`src/core/cpu8_alu_pkg.sv`:
```
package cpu8_alu_pkg;

  // ---------------------------------------------------------------
  // condition flag field positions
  // ---------------------------------------------------------------
  localparam int FLAG_HALF = 4;
  localparam int FLAG_IMASK = 3;
  localparam int FLAG_NEG = 2;
  localparam int FLAG_CARRY = 1;
  localparam int FLAG_ZERO = 0;
  localparam logic [7:0] FLAG_RSVD_MASK = 8'he0;
  localparam logic [7:0] FLAG_RESET = 8'h08;
  localparam logic [7:0] ACC_RESET = 8'h00;
  localparam logic [7:0] PTR_RESET = 8'h00;

  // ---------------------------------------------------------------
  // register byte offsets
  // ---------------------------------------------------------------
  localparam logic [7:0] OFS_ACC = 8'h00;
  localparam logic [7:0] OFS_PTR = 8'h04;
  localparam logic [7:0] OFS_FLAGS = 8'h08;
  localparam logic [7:0] OFS_STATUS = 8'h0c;
  localparam int STAT_BUSY = 0;
  localparam int STAT_ILLEGAL = 1;
  localparam int STAT_OPC_LSB = 8;

  // ---------------------------------------------------------------
  // opcode fields
  // ---------------------------------------------------------------
  localparam logic [3:0] LO_ADC = 4'h9;
  localparam logic [3:0] LO_ADD = 4'hb;
  localparam logic [3:0] LO_AND = 4'h4;
  localparam logic [3:0] LO_ASL = 4'h8;
  localparam logic [3:0] LO_ASR = 4'h7;
  localparam logic [3:0] HI_LITERAL = 4'ha;
  localparam logic [3:0] HI_PAGE_ZERO = 4'hb;
  localparam logic [3:0] HI_FULL_ADDR = 4'hc;
  localparam logic [3:0] HI_NO_OFS = 4'hf;
  localparam logic [3:0] HI_BYTE_OFS = 4'he;
  localparam logic [3:0] HI_WORD_OFS = 4'hd;
  localparam logic [3:0] HI_SH_ACC = 4'h4;
  localparam logic [3:0] HI_SH_PTR = 4'h5;
  localparam logic [3:0] HI_SH_PAGE_ZERO = 4'h3;
  localparam logic [3:0] HI_SH_NO_OFS = 4'h7;
  localparam logic [3:0] HI_SH_BYTE_OFS = 4'h6;
  localparam logic [7:0] PAGE_ZERO_HIGH = 8'h00;

  // ---------------------------------------------------------------
  // cycle counts per mode
  // ---------------------------------------------------------------
  localparam logic [2:0] CYC_LITERAL = 3'h2;
  localparam logic [2:0] CYC_PAGE_ZERO = 3'h3;
  localparam logic [2:0] CYC_FULL_ADDR = 3'h4;
  localparam logic [2:0] CYC_NO_OFS = 3'h3;
  localparam logic [2:0] CYC_BYTE_OFS = 3'h4;
  localparam logic [2:0] CYC_WORD_OFS = 3'h5;
  localparam logic [2:0] CYC_SH_REG = 3'h3;
  localparam logic [2:0] CYC_SH_PAGE_ZERO = 3'h5;
  localparam logic [2:0] CYC_SH_NO_OFS = 3'h5;
  localparam logic [2:0] CYC_SH_BYTE_OFS = 3'h6;
  localparam logic [2:0] CYC_ILLEGAL = 3'h1;

  typedef enum {
    OPK_NONE, OPK_ADC, OPK_ADD, OPK_AND, OPK_ASL, OPK_ASR
  } cpu8_op_t;

  typedef enum {
    MODE_NONE, MODE_LITERAL, MODE_PAGE_ZERO, MODE_FULL_ADDR,
    MODE_NO_OFS, MODE_BYTE_OFS, MODE_WORD_OFS, MODE_IMPL_ACC,
    MODE_IMPL_PTR
  } cpu8_mode_t;

  // request from the sequencer: opcode, operand bytes, fetched byte
  typedef struct packed {
    logic [7:0] opcode;
    logic [7:0] oper_first;
    logic [7:0] oper_second;
    logic [7:0] mem_data;
  } cpu8_req_t;

  // answer towards the memory side
  typedef struct packed {
    logic [15:0] eff_addr;
    logic mem_wr;
    logic [7:0] mem_wdata;
  } cpu8_mem_t;

endpackage

```
`src/core/cpu8_alu.sv`:
```
`timescale 1ns/10ps

module cpu8_alu (
  input wire logic hclk,
  input wire logic hresetn,
  input wire logic hsel,
  input wire logic [31:0] haddr,
  input wire logic [1:0] htrans,
  input wire logic hwrite,
  input wire logic [2:0] hsize,
  input wire logic [31:0] hwdata,
  input wire logic hready,
  output logic hreadyout,
  output logic hresp,
  output logic [31:0] hrdata,
  input wire logic req_valid,
  input wire cpu8_alu_pkg::cpu8_req_t req,
  output logic req_ready,
  output logic done,
  output cpu8_alu_pkg::cpu8_mem_t mem_out,
  output logic [15:0] branch_disp
);

  // ---------------------------------------------------------------
  // decode helpers
  // ---------------------------------------------------------------
  function automatic cpu8_alu_pkg::cpu8_op_t op_of(
    input logic [7:0] opc
  );
    logic [3:0] hi;
    logic [3:0] lo;
    hi = opc[7:4];
    lo = opc[3:0];
    op_of = cpu8_alu_pkg::OPK_NONE;
    if (hi == cpu8_alu_pkg::HI_LITERAL ||
        hi == cpu8_alu_pkg::HI_PAGE_ZERO ||
        hi == cpu8_alu_pkg::HI_FULL_ADDR ||
        hi == cpu8_alu_pkg::HI_NO_OFS ||
        hi == cpu8_alu_pkg::HI_BYTE_OFS ||
        hi == cpu8_alu_pkg::HI_WORD_OFS) begin
      if (lo == cpu8_alu_pkg::LO_ADC) begin
        op_of = cpu8_alu_pkg::OPK_ADC;
      end else if (lo == cpu8_alu_pkg::LO_ADD) begin
        op_of = cpu8_alu_pkg::OPK_ADD;
      end else if (lo == cpu8_alu_pkg::LO_AND) begin
        op_of = cpu8_alu_pkg::OPK_AND;
      end
    end else if (hi == cpu8_alu_pkg::HI_SH_ACC ||
                 hi == cpu8_alu_pkg::HI_SH_PTR ||
                 hi == cpu8_alu_pkg::HI_SH_PAGE_ZERO ||
                 hi == cpu8_alu_pkg::HI_SH_NO_OFS ||
                 hi == cpu8_alu_pkg::HI_SH_BYTE_OFS) begin
      if (lo == cpu8_alu_pkg::LO_ASL) begin
        op_of = cpu8_alu_pkg::OPK_ASL;
      end else if (lo == cpu8_alu_pkg::LO_ASR) begin
        op_of = cpu8_alu_pkg::OPK_ASR;
      end
    end
  endfunction

  // mode follows the high nibble, split by arithmetic or shift group
  function automatic cpu8_alu_pkg::cpu8_mode_t mode_of(
    input logic [7:0] opc
  );
    logic shift_grp;
    shift_grp = (opc[3:0] == cpu8_alu_pkg::LO_ASL) ||
                (opc[3:0] == cpu8_alu_pkg::LO_ASR);
    mode_of = cpu8_alu_pkg::MODE_NONE;
    if (op_of(opc) == cpu8_alu_pkg::OPK_NONE) begin
      mode_of = cpu8_alu_pkg::MODE_NONE;
    end else if (!shift_grp) begin
      case (opc[7:4])
        cpu8_alu_pkg::HI_LITERAL: mode_of = cpu8_alu_pkg::MODE_LITERAL;
        cpu8_alu_pkg::HI_PAGE_ZERO: mode_of = cpu8_alu_pkg::MODE_PAGE_ZERO;
        cpu8_alu_pkg::HI_FULL_ADDR: mode_of = cpu8_alu_pkg::MODE_FULL_ADDR;
        cpu8_alu_pkg::HI_NO_OFS: mode_of = cpu8_alu_pkg::MODE_NO_OFS;
        cpu8_alu_pkg::HI_BYTE_OFS: mode_of = cpu8_alu_pkg::MODE_BYTE_OFS;
        cpu8_alu_pkg::HI_WORD_OFS: mode_of = cpu8_alu_pkg::MODE_WORD_OFS;
        default: mode_of = cpu8_alu_pkg::MODE_NONE;
      endcase
    end else begin
      case (opc[7:4])
        cpu8_alu_pkg::HI_SH_ACC: mode_of = cpu8_alu_pkg::MODE_IMPL_ACC;
        cpu8_alu_pkg::HI_SH_PTR: mode_of = cpu8_alu_pkg::MODE_IMPL_PTR;
        cpu8_alu_pkg::HI_SH_PAGE_ZERO:
          mode_of = cpu8_alu_pkg::MODE_PAGE_ZERO;
        cpu8_alu_pkg::HI_SH_NO_OFS: mode_of = cpu8_alu_pkg::MODE_NO_OFS;
        cpu8_alu_pkg::HI_SH_BYTE_OFS: mode_of = cpu8_alu_pkg::MODE_BYTE_OFS;
        default: mode_of = cpu8_alu_pkg::MODE_NONE;
      endcase
    end
  endfunction

  // total cycles of an instruction, the accepting cycle included
  function automatic logic [2:0] cycles_of(input logic [7:0] opc);
    logic shift_grp;
    shift_grp = (op_of(opc) == cpu8_alu_pkg::OPK_ASL) ||
                (op_of(opc) == cpu8_alu_pkg::OPK_ASR);
    case (mode_of(opc))
      cpu8_alu_pkg::MODE_LITERAL: cycles_of = cpu8_alu_pkg::CYC_LITERAL;
      cpu8_alu_pkg::MODE_FULL_ADDR: cycles_of = cpu8_alu_pkg::CYC_FULL_ADDR;
      cpu8_alu_pkg::MODE_WORD_OFS: cycles_of = cpu8_alu_pkg::CYC_WORD_OFS;
      cpu8_alu_pkg::MODE_IMPL_ACC: cycles_of = cpu8_alu_pkg::CYC_SH_REG;
      cpu8_alu_pkg::MODE_IMPL_PTR: cycles_of = cpu8_alu_pkg::CYC_SH_REG;
      cpu8_alu_pkg::MODE_PAGE_ZERO:
        cycles_of = shift_grp ? cpu8_alu_pkg::CYC_SH_PAGE_ZERO
                              : cpu8_alu_pkg::CYC_PAGE_ZERO;
      cpu8_alu_pkg::MODE_NO_OFS:
        cycles_of = shift_grp ? cpu8_alu_pkg::CYC_SH_NO_OFS
                              : cpu8_alu_pkg::CYC_NO_OFS;
      cpu8_alu_pkg::MODE_BYTE_OFS:
        cycles_of = shift_grp ? cpu8_alu_pkg::CYC_SH_BYTE_OFS
                              : cpu8_alu_pkg::CYC_BYTE_OFS;
      default: cycles_of = cpu8_alu_pkg::CYC_ILLEGAL;
    endcase
  endfunction

  // ---------------------------------------------------------------
  // state
  // ---------------------------------------------------------------
  logic [7:0] accumulator_reg;
  logic [7:0] pointer_reg;
  logic [7:0] condition_flags_reg;
  logic [2:0] busy_cnt;
  logic illegal_seen;
  logic [7:0] last_opcode;
  logic accept;
  cpu8_alu_pkg::cpu8_op_t dec_op;
  cpu8_alu_pkg::cpu8_mode_t dec_mode;
  logic [7:0] operand;
  logic [7:0] result;
  logic [15:0] next_eff_addr;
  logic [7:0] next_acc;
  logic [7:0] next_ptr;
  logic [7:0] next_flags;
  logic next_mem_wr;
  logic [8:0] sum;

  assign req_ready = (busy_cnt == 3'h0);
  assign accept = req_valid && req_ready;
  assign dec_op = op_of(req.opcode);
  assign dec_mode = mode_of(req.opcode);

  // ---------------------------------------------------------------
  // effective address
  // ---------------------------------------------------------------
  // pointer offsets are unsigned; word sums wrap at 16 bits
  always_comb begin
    case (dec_mode)
      cpu8_alu_pkg::MODE_PAGE_ZERO:
        next_eff_addr = {cpu8_alu_pkg::PAGE_ZERO_HIGH,
                         req.oper_first};
      cpu8_alu_pkg::MODE_FULL_ADDR:
        next_eff_addr = {req.oper_first, req.oper_second};
      cpu8_alu_pkg::MODE_NO_OFS:
        next_eff_addr = {8'h00, pointer_reg};
      cpu8_alu_pkg::MODE_BYTE_OFS:
        next_eff_addr = 16'({8'h00, pointer_reg} +
                            {8'h00, req.oper_first});
      cpu8_alu_pkg::MODE_WORD_OFS:
        next_eff_addr = 16'({8'h00, pointer_reg} +
                            {req.oper_first, req.oper_second});
      default: next_eff_addr = 16'h0000;
    endcase
  end

  // ---------------------------------------------------------------
  // operand select and result
  // ---------------------------------------------------------------
  always_comb begin
    case (dec_mode)
      cpu8_alu_pkg::MODE_LITERAL: operand = req.oper_first;
      cpu8_alu_pkg::MODE_IMPL_ACC: operand = accumulator_reg;
      cpu8_alu_pkg::MODE_IMPL_PTR: operand = pointer_reg;
      default: operand = req.mem_data;
    endcase
  end

  always_comb begin
    sum = {1'b0, accumulator_reg} + {1'b0, operand};
    if (dec_op == cpu8_alu_pkg::OPK_ADC) begin
      sum = 9'(sum + {8'h00,
                condition_flags_reg[cpu8_alu_pkg::FLAG_CARRY]});
    end
    case (dec_op)
      cpu8_alu_pkg::OPK_ADC: result = sum[7:0];
      cpu8_alu_pkg::OPK_ADD: result = sum[7:0];
      cpu8_alu_pkg::OPK_AND: result = accumulator_reg & operand;
      cpu8_alu_pkg::OPK_ASL: result = {operand[6:0], 1'b0};
      cpu8_alu_pkg::OPK_ASR: result = {operand[7], operand[7:1]};
      default: result = accumulator_reg;
    endcase
  end

  // ---------------------------------------------------------------
  // flag update
  // ---------------------------------------------------------------
  // start from the stored flags so untouched bits keep their value
  always_comb begin
    next_flags = condition_flags_reg;
    if (dec_op != cpu8_alu_pkg::OPK_NONE) begin
      next_flags[cpu8_alu_pkg::FLAG_NEG] = result[7];
      next_flags[cpu8_alu_pkg::FLAG_ZERO] = (result == 8'h00);
    end
    if (dec_op == cpu8_alu_pkg::OPK_ADC ||
        dec_op == cpu8_alu_pkg::OPK_ADD) begin
      next_flags[cpu8_alu_pkg::FLAG_HALF] =
        (accumulator_reg[3] & operand[3]) | (operand[3] & ~result[3]) |
        (~result[3] & accumulator_reg[3]);
      next_flags[cpu8_alu_pkg::FLAG_CARRY] =
        (accumulator_reg[7] & operand[7]) | (operand[7] & ~result[7]) |
        (~result[7] & accumulator_reg[7]);
    end else if (dec_op == cpu8_alu_pkg::OPK_ASL) begin
      next_flags[cpu8_alu_pkg::FLAG_CARRY] = operand[7];
    end else if (dec_op == cpu8_alu_pkg::OPK_ASR) begin
      next_flags[cpu8_alu_pkg::FLAG_CARRY] = operand[0];
    end
  end

  // ---------------------------------------------------------------
  // destination select
  // ---------------------------------------------------------------
  always_comb begin
    next_acc = accumulator_reg;
    next_ptr = pointer_reg;
    next_mem_wr = 1'b0;
    case (dec_op)
      cpu8_alu_pkg::OPK_ADC,
      cpu8_alu_pkg::OPK_ADD,
      cpu8_alu_pkg::OPK_AND: next_acc = result;
      cpu8_alu_pkg::OPK_ASL,
      cpu8_alu_pkg::OPK_ASR: begin
        if (dec_mode == cpu8_alu_pkg::MODE_IMPL_ACC) begin
          next_acc = result;
        end else if (dec_mode == cpu8_alu_pkg::MODE_IMPL_PTR) begin
          next_ptr = result;
        end else begin
          next_mem_wr = 1'b1;
        end
      end
      default: next_acc = accumulator_reg;
    endcase
  end

  // ---------------------------------------------------------------
  // bus slave
  // ---------------------------------------------------------------
  logic ph_valid;
  logic ph_write;
  logic [7:0] ph_addr;
  logic rd_wait;
  logic bus_wr;

  assign bus_wr = ph_valid && ph_write;
  // reads take one wait state so hrdata can come from a flop
  assign hreadyout = !(ph_valid && !ph_write && !rd_wait);
  assign hresp = 1'b0;

  // address phase capture; hsize is not decoded, so every access is taken as a full word
  always_ff @(posedge hclk or negedge hresetn) begin
    if (!hresetn) begin
      ph_valid <= 1'b0;
      ph_write <= 1'b0;
      ph_addr <= 8'h00;
    end else if (hready) begin
      ph_valid <= hsel && htrans[1];
      ph_write <= hwrite;
      ph_addr <= haddr[7:0];
    end
  end

  // read data formed during the wait state, after any earlier write
  always_ff @(posedge hclk or negedge hresetn) begin
    if (!hresetn) begin
      rd_wait <= 1'b0;
      hrdata <= 32'h0000_0000;
    end else if (ph_valid && !ph_write && !rd_wait) begin
      rd_wait <= 1'b1;
      case (ph_addr)
        cpu8_alu_pkg::OFS_ACC: hrdata <= {24'h000000, accumulator_reg};
        cpu8_alu_pkg::OFS_PTR: hrdata <= {24'h000000, pointer_reg};
        cpu8_alu_pkg::OFS_FLAGS:
          hrdata <= {24'h000000,
                     condition_flags_reg | cpu8_alu_pkg::FLAG_RSVD_MASK};
        cpu8_alu_pkg::OFS_STATUS: begin
          hrdata <= 32'h0000_0000;
          hrdata[cpu8_alu_pkg::STAT_BUSY] <= !req_ready;
          hrdata[cpu8_alu_pkg::STAT_ILLEGAL] <= illegal_seen;
          hrdata[cpu8_alu_pkg::STAT_OPC_LSB +: 8] <= last_opcode;
        end
        default: hrdata <= 32'h0000_0000;
      endcase
    end else begin
      rd_wait <= 1'b0;
    end
  end

  // ---------------------------------------------------------------
  // architectural registers
  // ---------------------------------------------------------------
  // a bus write in the same cycle as an accept takes precedence
  always_ff @(posedge hclk or negedge hresetn) begin
    if (!hresetn) begin
      accumulator_reg <= cpu8_alu_pkg::ACC_RESET;
      pointer_reg <= cpu8_alu_pkg::PTR_RESET;
    end else begin
      if (bus_wr && ph_addr == cpu8_alu_pkg::OFS_ACC) begin
        accumulator_reg <= hwdata[7:0];
      end else if (accept) begin
        accumulator_reg <= next_acc;
      end
      if (bus_wr && ph_addr == cpu8_alu_pkg::OFS_PTR) begin
        pointer_reg <= hwdata[7:0];
      end else if (accept) begin
        pointer_reg <= next_ptr;
      end
    end
  end

  // only the five defined flag bits are stored
  always_ff @(posedge hclk or negedge hresetn) begin
    if (!hresetn) begin
      condition_flags_reg <= cpu8_alu_pkg::FLAG_RESET;
    end else if (bus_wr && ph_addr == cpu8_alu_pkg::OFS_FLAGS) begin
      condition_flags_reg <= hwdata[7:0] & ~cpu8_alu_pkg::FLAG_RSVD_MASK;
    end else if (accept) begin
      condition_flags_reg <= next_flags;
    end
  end

  // ---------------------------------------------------------------
  // instruction timing and memory answer
  // ---------------------------------------------------------------
  // hold off the next request for the instruction's full cycle count
  always_ff @(posedge hclk or negedge hresetn) begin
    if (!hresetn) begin
      busy_cnt <= 3'h0;
      done <= 1'b0;
    end else if (accept) begin
      busy_cnt <= 3'(cycles_of(req.opcode) - 3'h1);
      done <= (cycles_of(req.opcode) == 3'h1);
    end else begin
      busy_cnt <= (busy_cnt == 3'h0) ? 3'h0 : 3'(busy_cnt - 3'h1);
      done <= (busy_cnt == 3'h1);
    end
  end

  // sticky illegal flag; a status write of one to its bit clears it
  always_ff @(posedge hclk or negedge hresetn) begin
    if (!hresetn) begin
      illegal_seen <= 1'b0;
      last_opcode <= 8'h00;
    end else begin
      if (accept && dec_op == cpu8_alu_pkg::OPK_NONE) begin
        illegal_seen <= 1'b1;
      end else if (bus_wr && ph_addr == cpu8_alu_pkg::OFS_STATUS &&
                   hwdata[cpu8_alu_pkg::STAT_ILLEGAL]) begin
        illegal_seen <= 1'b0;
      end
      if (accept) begin
        last_opcode <= req.opcode;
      end
    end
  end

  // memory address and branch offset held per instruction; write strobe pulses for one cycle
  always_ff @(posedge hclk or negedge hresetn) begin
    if (!hresetn) begin
      mem_out <= '0;
      branch_disp <= 16'h0000;
    end else if (accept) begin
      mem_out.eff_addr <= next_eff_addr;
      mem_out.mem_wr <= next_mem_wr;
      mem_out.mem_wdata <= next_mem_wr ? result : 8'h00;
      branch_disp <= {{8{req.oper_first[7]}}, req.oper_first};
    end else begin
      mem_out.mem_wr <= 1'b0;
    end
  end

endmodule

```
`config.mk`:
```
export PLATFORM = sky130hd
export DESIGN_NAME = cpu8_alu
export DESIGN_NICKNAME = d
export VERILOG_FILES = /design/src/core/cpu8_alu_pkg.sv /design/src/core/cpu8_alu.sv
export SDC_FILE = /design/constraint.sdc
export NUM_CORES = 1
export LEC_CHECK = 0
export ABC_AREA = 1
export BUFFER_PORTS_ARGS = -buffer_cell sky130_fd_sc_hd__buf_2
export CORE_MARGIN = 4
export CORE_UTILIZATION = 35
export CTS_BUF_LIST = sky130_fd_sc_hd__clkbuf_4 sky130_fd_sc_hd__clkbuf_8
export CTS_CLUSTER_SIZE = 28
export DETAILED_ROUTE_END_ITERATION = 6
export REMOVE_ABC_BUFFERS = 1
export SLEW_MARGIN = 5
export SYNTH_ARGS = -nofsm -noshare
export SYNTH_HDL_FRONTEND = slang
export SYNTH_SLANG_ARGS = --single-unit
```
`constraint.sdc`:
```
create_clock -name hclk -period 4 [get_ports hclk]
set_input_delay 0.2 -clock hclk [delete_from_list [all_inputs] [get_ports hclk]]
set_output_delay 0.2 -clock hclk [all_outputs]
set_load 0.01 [all_outputs]
```
Word level (Yosys, flattened, before mapping). Index checks and enable logic that the tools add are counted.

Register bits: 110. Input port bits: 107.

$add $sub $neg: 6. Eq/ne operators: 52. Mux-type cells: 51. Bitwise operators: 13. Reduce and logical (&&, ||, !) cells: 53.

Operators by type and width (count): $eq A32 B3 Y1 const B (11); $eq A32 B2 Y1 const B (7); $eq A32 B4 Y1 const B (7); $mux W32 (6); $eq A32 B1 Y1 const B (3); $mux W8 (10); $pmux W16 S5 (1); $logic_not A32 Y1 (2); $pmux W16 S4 (1); $eq A4 B4 Y1 const B (9); $pmux W3 S6 (2); $eq A32 B5 Y1 const B (1); $pmux W8 S4 (1); $reduce_bool A32 Y1 (1); $eq A4 B3 Y1 const B (6); $pmux W8 S3 (1); $pmux W4 S5 (1); $add A8 B16 Y16 (1); $eq A8 B4 Y1 const B (2); $logic_not A8 Y1 (2); $pmux W8 S2 (1); $reduce_bool A2 Y1 (8); $mux W3 (5); $mux W1 (14); 27 further kinds (72).

Longest topological paths before layout. Gate-level depths: netlist of run 1.

Word-level depth: 22. Gate-level depth with buffers: 36. Depth with buffers taken out: 36.

Least setup slack after synthesis of run 1. Ideal clock, no wire load.

Kind: input -> register. Start: input req[27] in the netlist's numbering. End: register accumulator_reg[7]. Arrival: 3.475 ns. Data required time: 3.877 ns. Path slack: 0.402 ns. Cell stages on the path: 29. Path buffers: 1. Cells stage by stage: inv_2 -> nor2_1 -> nand2_1 -> nand2_2 -> nand2_2 -> nand4_2 -> buf_6 -> nand2_4 -> nor2_8 -> nand2_4 -> nand2_8 -> inv_4 -> nand2_1 -> and2_1 -> ha_1 -> inv_1 -> fa_1 -> xnor2_1 -> inv_1 -> nor2_1 -> nand3_1 -> nor3_2 -> nand3_1 -> nand3_1 -> nand2_1 -> nor3b_4 -> nand2_1 -> nand2_1 -> o21ai_1.

Word-level cells in the longest chain between the ends: 17. Elaborated cells between the ends (all ways): 42. Those cells by class: 2 x add/sub; 16 x eq/ne; 16 x mux; 1 x bitwise; 7 x reduce/logical.

Ends and longest elaborated chain: start, declared (line cpu8_alu.sv:17) `input wire cpu8_alu_pkg::cpu8_req_t req,`; $eq A4 B3 Y1, on equally long branches (line cpu8_alu.sv:55, cpu8_alu.sv:67, cpu8_alu.sv:45); $mux W3 / $mux W2 (equally long branches) (line cpu8_alu.sv:55, cpu8_alu.sv:45); $mux W32 / $mux W2 (equally long branches) (line cpu8_alu.sv:53, cpu8_alu.sv:43); $mux W32, on equally long branches (line cpu8_alu.sv:48, cpu8_alu.sv:41); $mux W32 (line cpu8_alu.sv:35) `if (hi == cpu8_alu_pkg::HI_LITERAL ||`; $logic_not A32 Y1; $mux W4 (line cpu8_alu.sv:69) `if (op_of(opc) == cpu8_alu_pkg::OPK_NONE) begin`; $eq A32 B4 Y1, or another cell as far along (line cpu8_alu.sv:171) `case (dec_mode)`; $pmux W8 S3 (line cpu8_alu.sv:171); $add A8 B8 Y8 (line cpu8_alu.sv:180) `sum = {1'b0, accumulator_reg} + {1'b0, operand};`; $add A8 B1 Y8 (line cpu8_alu.sv:182) `sum = 9'(sum + {8'h00,`; $mux W8 (line cpu8_alu.sv:181) `if (dec_op == cpu8_alu_pkg::OPK_ADC) begin`; $pmux W8 S4 (line cpu8_alu.sv:185) `case (dec_op)`; $mux W8 (line cpu8_alu.sv:233) `if (dec_mode == cpu8_alu_pkg::MODE_IMPL_ACC) begin`; $pmux W8 S2 (line cpu8_alu.sv:227) `case (dec_op)`; $mux W8 (line cpu8_alu.sv:309) `end else if (accept) begin`; $mux W8 (line cpu8_alu.sv:307) `if (bus_wr && ph_addr == cpu8_alu_pkg::OFS_ACC) begin`; end signal, assigned (line cpu8_alu.sv:304) `accumulator_reg <= cpu8_alu_pkg::ACC_RESET;`; end signal, assigned (line cpu8_alu.sv:308) `accumulator_reg <= hwdata[7:0];`; end signal, assigned (line cpu8_alu.sv:310) `accumulator_reg <= next_acc;`; end, declared (line cpu8_alu.sv:121) `logic [7:0] accumulator_reg;`.

Parallel ways exist; a longest one is shown, timed or not. The select of a mux whose other input is x is not followed. A chain may end at the register's enable or synchronous reset.

Worst setup path after layout of run 1.
Start: input req[30] in the netlist's numbering. End: register condition_flags_reg[2].

Word-level cells in the longest chain between the ends: 18. Elaborated cells between the ends (all ways): 49. Those cells by class: 2 x add/sub; 20 x eq/ne; 12 x mux; 1 x bitwise; 14 x reduce/logical.

Ends and longest elaborated chain: $eq A4 B3 Y1, or another cell as far along (line cpu8_alu.sv:48, cpu8_alu.sv:82); $logic_or A1 B1 Y1, on equally long branches (line cpu8_alu.sv:48, cpu8_alu.sv:35); $logic_or A1 B1 Y1, on equally long branches (line cpu8_alu.sv:49, cpu8_alu.sv:36); $logic_or A1 B1 Y1, on equally long branches (line cpu8_alu.sv:50, cpu8_alu.sv:37); $logic_or A1 B1 Y1, on equally long branches (line cpu8_alu.sv:51, cpu8_alu.sv:38); $mux W32 / $logic_or A1 B1 Y1 (equally long branches) (line cpu8_alu.sv:48, cpu8_alu.sv:39); $mux W32 (line cpu8_alu.sv:35); $logic_not A32 Y1; (+2 left out); $pmux W8 S3 (line cpu8_alu.sv:171); $add A8 B8 Y8 (line cpu8_alu.sv:180); $add A8 B1 Y8 (line cpu8_alu.sv:182); $mux W8 (line cpu8_alu.sv:181); $pmux W8 S4 (line cpu8_alu.sv:185); $mux W1 (line cpu8_alu.sv:201) `if (dec_op != cpu8_alu_pkg::OPK_NONE) begin`; $mux W5 (line cpu8_alu.sv:326) `end else if (accept) begin`; $mux W5 (line cpu8_alu.sv:324) `end else if (bus_wr && ph_addr == cpu8_alu_pkg::OFS_FLAGS) begin`; end signal, assigned (line cpu8_alu.sv:323) `condition_flags_reg <= cpu8_alu_pkg::FLAG_RESET;`; end signal, assigned (line cpu8_alu.sv:325) `condition_flags_reg <= hwdata[7:0] & ~cpu8_alu_pkg::FLAG_RSVD_MASK;`; end signal, assigned (line cpu8_alu.sv:327) `condition_flags_reg <= next_flags;`; end, declared (line cpu8_alu.sv:123) `logic [7:0] condition_flags_reg;`.

Parallel ways exist; a longest one is shown, timed or not. The select of a mux whose other input is x is not followed.

==> results.yml, run 1 <==
status:
  outcome: "finished, final reports clean"
floorplanning:
  dieWidth_um: 147
  die_area_mm2: 0.0216
  ios: 184
  start_util_pct: 35.9
  die_h_um: 147
  coreArea_mm2: 0.0188
  fp-row-count: 50
synthesis:
  synth_common_cells: "nand2_1, inv_1, dfrtp_1, nor2_1, o21ai_0"
  async_flop_share_pct: 100
  synth.largest_area_cell: "dfrtp_1"
  syn_area_mm2: 0.00676
  synth_edf_count: 0
  synth.avg_cell_area_um2: 7.30
  yosys.cell_count.top_type: "nand2_1"
  postSynthCellCount: 926
  ys_types: 60
  synth_area_leaders: "dfrtp_1, nand2_1, inv_1"
  synth_seq_cells: 94
  ys.flop_type: "dfrtp_1"
  yosys_warnings: 0
  ys_seq_area_share_pct: 34.8
  yosysTopAreaCellShare_pct: 34.4
worst_setup_path:
  endpoint_kind: "flop"
  path_max_fanout: 6
  setup.worst_path.start_class: "input pin"
  path_buf_inv: 7
  cp_top_family: "simple AND/OR/NAND/NOR gates"
  critPathKind: "input pin to flop"
  required_ns: 4.27
  critPathMaxStageDelay_ns: 0.43
  worst-path-stages: 27
  reg2regPathDepth: 18
  slowest_stage: "fa_2"
  ff2ff_setup_slack_ns: 0.60
  reg2reg_from: "pointer_reg[0]$_DFFE_PN0P_"
  path_common_cell: "nand3_1"
  r2r_end: "condition_flags_reg[0]$_DFFE_PN0P_"
  arrival_ns: 4.01
global_route:
  grt_max_degree: 64
  antenna_found_initial: 0
  grt_pass1_vias: 6456
  grtUsageTotal_pct: 19.7
  grt-ovfl-total: 0
  grt_pass1_wl_mm: 34.1
layout:
  drive_above_1_share_pct: 23.5
  final_cells: 1357
  diodes: 0
  finalNetCount: 1233
  areaGrowthSynthToFinish_pct: 21.7
  largest_registers: "mem_out x25, hrdata x16"
  largest_reg_flops: 25
  top_register: "mem_out"
detailed_routing:
  initialDrtViolationCount: 601
  ant_nets: 0
  via_count: 6816
  routed_wl_mm: 21.2
  routedWlPerCell_um: 15.7
  drc: 0
  viasPerCell: 5.02
  dr.pass1.iters: 6
sta:
  finalSetupViolations: 0
  min_period_ns: 3.73
  slew_headroom_pct: 44.9
  fin_hold_ws_ns: 0.0307
  final.period_utilization_pct: 93.4
  max_slew.worst_pin.slew_ns: 0.827
  clock.fmax_ghz: 0.268
  maxSlewViolCount: 0
  hold_viol: 0
  skew_ns: 0.0156
power_and_ir_drop:
  vdd_ir_drop_max_uv: 276
  pwr_density_cell_mw_per_mm2: 460
  finalPower_uw: 3790
  p_leak_uw: 0.00425
clock_network:
  clk_pin_slew_ns: 0.10
  clock_path_buffers: 2
  h-tree-depth: 3
  cts-buffers-inserted: 9
  clkLatencyLatePin_ns: 0.39
  cts.sinks: 94
  clockRootBuffer: "clkbuf_8"
  cts_tree: "built"
min_path:
  hold_path_class: "input pin to flop"
  hold-path-cell-count: 2
  holdCritStartpoint: "hwrite"
  hold_path_end: "ph_write$_DFFE_PN0P_"
placement:
  place_congestion: 0.966
  port_buffers: 114
  place_hpwl_mm: 16.7
  dp.cells: 1336
job:
  drv_cap: 0
[power by group]
group	internal (uW)	switching, uW
Sequential	1170	170
Clock	246	363
Combinational	746	1090
[timing repair]
action                                  4_1_cts  5_1_grt
endpoints found under the setup margin        0       11
setup buffers                                 0        5
hold endpoints to repair                     62        0
hold buffers                                  1        0
gates resized for setup                       0       15
[metrics by stage]
step	worst slack (ns)	TNS [ns]	utilization, %	area (um^2)
2_1_floorplan	0.219	0	-	6570
3_3_place_gp	-0.0519	-0.163	42.1	7940
3_5_place_dp	-0.0976	-0.403	42.1	7940
4_1_cts	0.310	0	43.2	8130
5_1_grt	-0.0642	-0.214	43.7	8230
6_report	0.266	0	43.7	8230
[cell usage in the layout (no fill, tap or decap), types with 17 or more instances in the layout]
| cell type | Yosys | final |
|---|---|---|
| buf_4 | 25 | 66 |
| ha_1 | 30 | 28 |
| o21ai_0 | 67 | 67 |
| buf_2 | 2 | 113 |
| dfrtp_1 | 93 | 93 |
| nand2_1 | 225 | 223 |
| nor2_1 | 91 | 88 |
| nand3_1 | 66 | 65 |
| conb_1 | 1 | 17 |
| inv_1 | 116 | 115 |
| a21oi_1 | 35 | 34 |
[cells by family after synthesis]
logic type,Yosys count,share of synthesized area [%]
xor+xnor,7,0.907
other cells,1,0.0555
compound gates,172,15.7
mux,8,1.33
fa+ha+maj,33,6.44
simple gates,444,29.9
flops,94,34.8
buf+inv,167,10.9
[worst max-delay path by stage]
| stage | to | start | slack, ns |
|---|---|---|---|
| 6_report | condition_flags_reg[2]$_DFFE_PN0P_ | req[30] | 0.27 |
| 5_1_grt | condition_flags_reg[0]$_DFFE_PN0P_ | req[30] | -0.06 |
| 4_1_cts | condition_flags_reg[2]$_DFFE_PN0P_ | req[30] | 0.31 |
| 3_3_place_gp | condition_flags_reg[0]$_DFFE_PN0P_ | req[30] | -0.05 |
| 2_1_floorplan | accumulator_reg[7]$_DFFE_PN0P_ | req[30] | 0.22 |
| 3_5_place_dp | condition_flags_reg[2]$_DFFE_PN0P_ | req[30] | -0.1 |
[cell type report]
cell class / instances / area [um^2]
Clock buffer: 10 / 138
Clock inverter: 5 / 42.5
Fill cell: 1959 / 10600
Inverter: 126 / 482
Multi-Input combinational cell: 681 / 3800
Sequential cell: 94 / 2350
Tap cell: 260 / 325
Timing Repair Buffer: 181 / 1090
[per-layer routing]
metal  vias up  track usage (%)  routed length, um
li1       3379                -                  -
met1      3135             26.6               9270
met2       261             32.2               9840
met3        41             3.30               1520
met4         0             6.48                610
met5         -                0                  0
[worst register-to-register path: cells and delay by family (launching register included)]
| kind | cells | cell delay, ns |
|---|---|---|
| compound gates | 1 | 0.22 |
| fa+ha+maj | 3 | 0.99 |
| buf+inv | 3 | 0.21 |
| flops | 1 | 0.50 |
| simple gates | 11 | 1.44 |
Note: power is estimated with default switching activity, not from simulation.
==> run 2, diff against run 1 <==
--- a/config.mk
+++ b/config.mk
@@ -6,7 +6,7 @@
 export NUM_CORES = 1
 export LEC_CHECK = 0
 export ABC_AREA = 1
-export BUFFER_PORTS_ARGS = -buffer_cell sky130_fd_sc_hd__buf_2
+export BUFFER_PORTS_ARGS = -buffer_cell sky130_fd_sc_hd__buf_4
 export CORE_MARGIN = 4
 export CORE_UTILIZATION = 35
 export CTS_BUF_LIST = sky130_fd_sc_hd__clkbuf_4 sky130_fd_sc_hd__clkbuf_8
==> run 2 against run 1 <==
- sequential cell count did not move
- clock power increased by 3.3%
- via count down 0.38%
- register-to-register slack lost 0.05 ns
- cell count is 0.81% lower
- total power is 0.88% higher
- wire length increased by 1.7%
- sequential share of layout area shrank 0.47 points
- clock-buffer cell count rose by 1
==> results.yml, run 2 (synthesis results as in run 1) <==
detailed_routing:
  routed_wl_mm: 21.6
  via_count: 6790
  initialDrtViolationCount: 623
  ant_nets: 0
  dr.pass1.iters: 5
  drc: 0
  routedWlPerCell_um: 16.0
  viasPerCell: 5.04
placement:
  port_buffers: 114
  place_hpwl_mm: 17.0
  placed_area_mm2: 0.00815
  dp.cells: 1328
  place_congestion: 0.965
global_route:
  grt-ovfl-total: 0
  met1_usage_pct: 26.2
  use_met2_pct: 32.7
  grt_util_met3_pct: 2.87
  grt_pass1_wl_mm: 33.8
  antenna_found_initial: 0
  grt_pass1_vias: 6329
  grt.busiest_layer: "met2"
  grtUsageTotal_pct: 19.7
  grt_max_degree: 61
worst_setup_path:
  cp_cell_sequence: "buf_4 -> clkinvlp_4 -> a21oi_2 -> nand2_2 -> nand4_2 -> buf_4 -> nand2_4 -> nor2_8 -> nand3_1 -> nand3_1 -> and2_1 -> ha_1 -> inv_1 -> fa_1 -> inv_1 -> ha_1 -> or2_2 -> a22oi_1 -> nand3_1 -> nor2_2 -> nand2_1 -> nor2_1 -> nand3_1 -> nand2_1"
  worst-path-stages: 24
  critPathMaxStageDelay_ns: 0.50
  critPathKind: "input pin to flop"
  required_ns: 4.34
  arrival_ns: 3.99
  reg2regPathDepth: 18
  setup.worst_path.start_class: "input pin"
  path_common_cell: "nand3_1"
  slowest_stage: "fa_1"
  cp_top_family: "simple AND/OR/NAND/NOR gates"
  ff2ff_setup_slack_ns: 0.55
  path_buf_inv: 5
  path_max_fanout: 7
  endpoint_kind: "flop"
clock_network:
  clkLatencyLatePin_ns: 0.39
  h-tree-depth: 3
  clockRootBuffer: "clkbuf_8"
  cts_tree: "built"
  clock_path_buffers: 2
  cts-buffers-inserted: 9
  clk_pin_slew_ns: 0.10
  cts.sinks: 94
layout:
  largest_registers: "mem_out x25, hrdata x16"
  multi_input_area_mm2: 0.00375
  final_cell_mix: "nand2_1, buf_4, inv_1, dfrtp_1, nor2_1"
  layout.area.seq_mm2: 0.00235
  drive_above_1_share_pct: 22.0
  finalInstanceArea_mm2: 0.00837
  finalNetCount: 1221
  top_register: "mem_out"
  largest_reg_flops: 25
  utilization_pct: 44.4
  num-fill-cells: 1979
  final_cells: 1346
  layout_commonest_cell: "nand2_1"
  diodes: 0
  areaGrowthSynthToFinish_pct: 23.7
floorplanning:
  coreArea_mm2: 0.0188
  dieWidth_um: 147
  fp-row-count: 50
  die_area_mm2: 0.0216
  start_util_pct: 35.9
  die_h_um: 147
  ios: 184
min_path:
  hold-path-cell-count: 2
  hold_path_class: "input pin to flop"
sta:
  finalSetupViolations: 0
  clock.fmax_ghz: 0.274
  min_period_ns: 3.65
  skew_ns: 0.00919
  hold_viol: 0
  rsz0062_at_grt: "false"
  max_slew.worst_pin.slew_ns: 0.833
  fin_hold_ws_ns: 0.0318
  slew_headroom_pct: 44.5
  maxSlewViolCount: 0
  final.period_utilization_pct: 91.2
status:
  outcome: "finished, final reports clean"
power_and_ir_drop:
  finalPower_uw: 3820
  vdd_ir_drop_max_uv: 198
  p_leak_uw: 0.00424
  pwr_density_cell_mw_per_mm2: 457
job:
  drv_cap: 0
## run 2: cell count changes in the layout (fill, tap and decap cells not counted), sizes merged
cell         delta
clkbuf          +1
buf            -13
dlygate4sd3     +1
## run 2: final timing paths
check | startpoint | end
min reg2reg | last_opcode[4]$_DFFE_PN0P_ | last_opcode[4]$_DFFE_PN0P_
max reg2reg | pointer_reg[0]$_DFFE_PN0P_ | condition_flags_reg[0]$_DFFE_PN0P_
max in group asynchronous | hresetn | last_opcode[7]$_DFFE_PN0P_
max | req[30] | condition_flags_reg[0]$_DFFE_PN0P_
min | haddr[2] | ph_addr[2]$_DFFE_PN0P_
min in group asynchronous | hresetn | branch_disp[6]$_DFFE_PN0P_
## run 2: per-stage QoR
step	TNS, ns	setup WS (ns)
2_1_floorplan	0	0.219
3_3_place_gp	-0.0107	-0.0107
3_5_place_dp	-0.0587	-0.0344
4_1_cts	0	0.372
5_1_grt	0	0.00624
6_report	0	0.352
## run 2: layout make-up
type	instances	area share, %
flip-flops and latches	94	28.1
well taps	260	3.89
inverters	126	5.76
clock inverters	5	0.508
clock buffers	11	1.73
multi-input cells	681	44.8
repair buffers	169	15.2
## run 2: timing repair
action / CTS / global route
hold buffers: 2 / 0
hold endpoints to repair: 59 / 0
buffers inserted: 0 / 0
setup endpoints to repair: 0 / 3
gates resized for setup: 0 / 6
## run 2: report_power, final
part / switching (uW) / total, uW / internal, uW
logic: 1060 / 1840 / 784
registers: 174 / 1350 / 1170
clock network: 372 / 629 / 257
total: 1610 / 3820 / 2220
## run 2: per-layer routing
layer / part of all wire (%) / vias up / wire length [um]
li1: - / 3355 / -
met1: 44 / 3200 / 9520
met2: 47 / 207 / 10200
met3: 6.0 / 28 / 1300
met4: 2.5 / 0 / 533
met5: 0 / - / 0
## run 2: worst register-to-register path, delay by kind of cell (launching register included)
kind,cells,cell delay [ns]
and+or+nand+nor,11,1.45
adders and majority gates,3,0.97
DFF,1,0.51
AOI/OAI and AO/OA,1,0.25
buffers and inverters,3,0.22
==> run 3, diff against run 2 <==
--- a/config.mk
+++ b/config.mk
@@ -12,6 +12,7 @@
 export CTS_BUF_LIST = sky130_fd_sc_hd__clkbuf_4 sky130_fd_sc_hd__clkbuf_8
 export CTS_CLUSTER_SIZE = 28
 export DETAILED_ROUTE_END_ITERATION = 6
+export HOLD_SLACK_MARGIN = 0.08
 export REMOVE_ABC_BUFFERS = 1
 export SLEW_MARGIN = 5
 export SYNTH_ARGS = -nofsm -noshare
==> run 3 against run 2 <==
- combinational power barely moved
- total power grew 0.23%
- clock power is essentially flat
- maximum frequency is 0.16% lower
- global-route usage increased by 0.18 points
- sequential cell count is the same
- sequential power about the same
- die area did not move
- clock skew increased by 0.0015 ns
- critical path depth grew 2
- non-clock buffer count up 16
- highest routed layer unchanged
==> results.yml, run 3 (synthesis results as in run 1) <==
status:
  outcome: "finished, final reports clean"
worst_setup_path:
  worst-path-stages: 26
  path_max_fanout: 7
  path_buf_inv: 6
  critPathKind: "input pin to flop"
  cp_top_family: "simple AND/OR/NAND/NOR gates"
  slowest_stage: "fa_1"
  reg2regPathDepth: 18
  critPathMaxStageDelay_ns: 0.50
  reg2reg_from: "pointer_reg[0]$_DFFE_PN0P_"
  r2r_end: "condition_flags_reg[0]$_DFFE_PN0P_"
  path_common_cell: "nand2_1"
  required_ns: 4.34
  ff2ff_setup_slack_ns: 0.54
  arrival_ns: 4.00
  endpoint_kind: "flop"
  setup.worst_path.start_class: "input pin"
min_path:
  hold_path_end: "mem_out[12]$_DFFE_PN0P_"
  hold_path_class: "input pin to flop"
  hold-path-cell-count: 3
  holdCritStartpoint: "req[11]"
layout:
  finalInstanceArea_mm2: 0.00853
  top_register: "mem_out"
  num-fill-cells: 1961
  layout_commonest_cell: "nand2_1"
  drive_above_1_share_pct: 21.7
  areaGrowthSynthToFinish_pct: 26.1
  largest_registers: "mem_out x25, hrdata x16"
  largest_reg_flops: 25
  diodes: 0
  final_cells: 1362
  finalNetCount: 1237
  final_cell_mix: "nand2_1, buf_4, inv_1, dfrtp_1, nor2_1"
power_and_ir_drop:
  p_leak_uw: 0.00430
  vdd_ir_drop_max_uv: 198
  pwr_density_cell_mw_per_mm2: 449
  finalPower_uw: 3830
detailed_routing:
  initialDrtViolationCount: 599
  routedWlPerCell_um: 15.9
  viasPerCell: 5.08
  dr.pass1.iters: 5
  routed_wl_mm: 21.7
  ant_nets: 0
  drc: 0
  via_count: 6917
floorplanning:
  dieWidth_um: 147
  start_util_pct: 35.9
  fp-row-count: 50
  die_area_mm2: 0.0216
  ios: 184
  die_h_um: 147
  coreArea_mm2: 0.0188
sta:
  clock.fmax_ghz: 0.274
  min_period_ns: 3.65
  slew_headroom_pct: 44.9
  hold_viol: 0
  skew_ns: 0.0107
  max_slew.worst_pin.slew_ns: 0.827
  setup_slack_ns: 0.346
  rsz0062_at_grt: "false"
  finalSetupViolations: 0
  maxSlewViolCount: 0
  final.period_utilization_pct: 91.4
  setup_tns_ns: 0
global_route:
  grt_pass1_vias: 6417
  grt-ovfl-total: 0
  grtUsageTotal_pct: 19.8
  grt_pass1_wl_mm: 34.2
  grt_max_degree: 61
  antenna_found_initial: 0
clock_network:
  clockRootBuffer: "clkbuf_8"
  cts-buffers-inserted: 9
  post_cts_buffers: 0
  clkLatencyLatePin_ns: 0.39
  cts_tree: "built"
  clk_pin_slew_ns: 0.10
  h-tree-depth: 3
  clock_path_buffers: 2
  cts.sinks: 94
placement:
  place_congestion: 0.965
  pre_cts_ws_ns: -0.0344
  placed_area_mm2: 0.00815
  port_buffers: 114
  place_hpwl_mm: 17.0
  dp.cells: 1328
job:
  drv_cap: 0
## run 3: worst min-delay path, cell delays in order
cell and delay, ns:
buf_4 0.12, nand2_1 0.06, a31oi_1 0.07
## run 3: timing repair
| item | 4_1_cts | 5_1_grt |
|---|---|---|
| hold buffers | 18 | 0 |
| endpoints found under the setup margin | 0 | 3 |
| endpoints found under the hold margin | 78 | 0 |
| gates resized for setup | 0 | 6 |
## run 3: cell type report
class | instances | area [um^2] | share of cell area (%)
tap | 260 | 325 | 3.81
multi-input combinational | 681 | 3750 | 43.9
inverter | 126 | 482 | 5.65
clock buffer | 11 | 145 | 1.70
sequential | 94 | 2350 | 27.6
timing repair buffer | 185 | 1430 | 16.8
clock inverter | 5 | 42.5 | 0.499
## run 3: how the worst max path moves through the flow
| stage | startpoint | to | slack (ns) |
|---|---|---|---|
| 2_1_floorplan | req[30] | accumulator_reg[7]$_DFFE_PN0P_ | 0.22 |
| 3_3_place_gp | req[26] | condition_flags_reg[2]$_DFFE_PN0P_ | -0.01 |
| 3_5_place_dp | req[26] | condition_flags_reg[2]$_DFFE_PN0P_ | -0.03 |
| 4_1_cts | req[26] | condition_flags_reg[0]$_DFFE_PN0P_ | 0.37 |
| 5_1_grt | req[30] | condition_flags_reg[0]$_DFFE_PN0P_ | 0.006 |
| 6_report | req[30] | condition_flags_reg[0]$_DFFE_PN0P_ | 0.35 |
## run 3: stage by stage
step           utilization, %  hold WS (ns)
6_report                 45.3        0.0962
5_1_grt                  45.3         0.102
4_1_cts                  45.2        0.0810
3_5_place_dp             43.3         0.355
3_3_place_gp             43.3         0.350
2_1_floorplan               -       -0.0956
## run 3: routing by layer
metal,vias to the layer above,GRT usage (%),wire length [um]
li1,3387,-,-
met1,3250,26.3,9330
met2,250,33.2,10300
met3,30,2.93,1480
met4,0,6.94,534
met5,-,0,0
## run 3: power by group
part | internal, uW | switching (uW) | total (uW)
registers | 1170 | 174 | 1350
logic | 794 | 1060 | 1860
clock network | 257 | 370 | 626
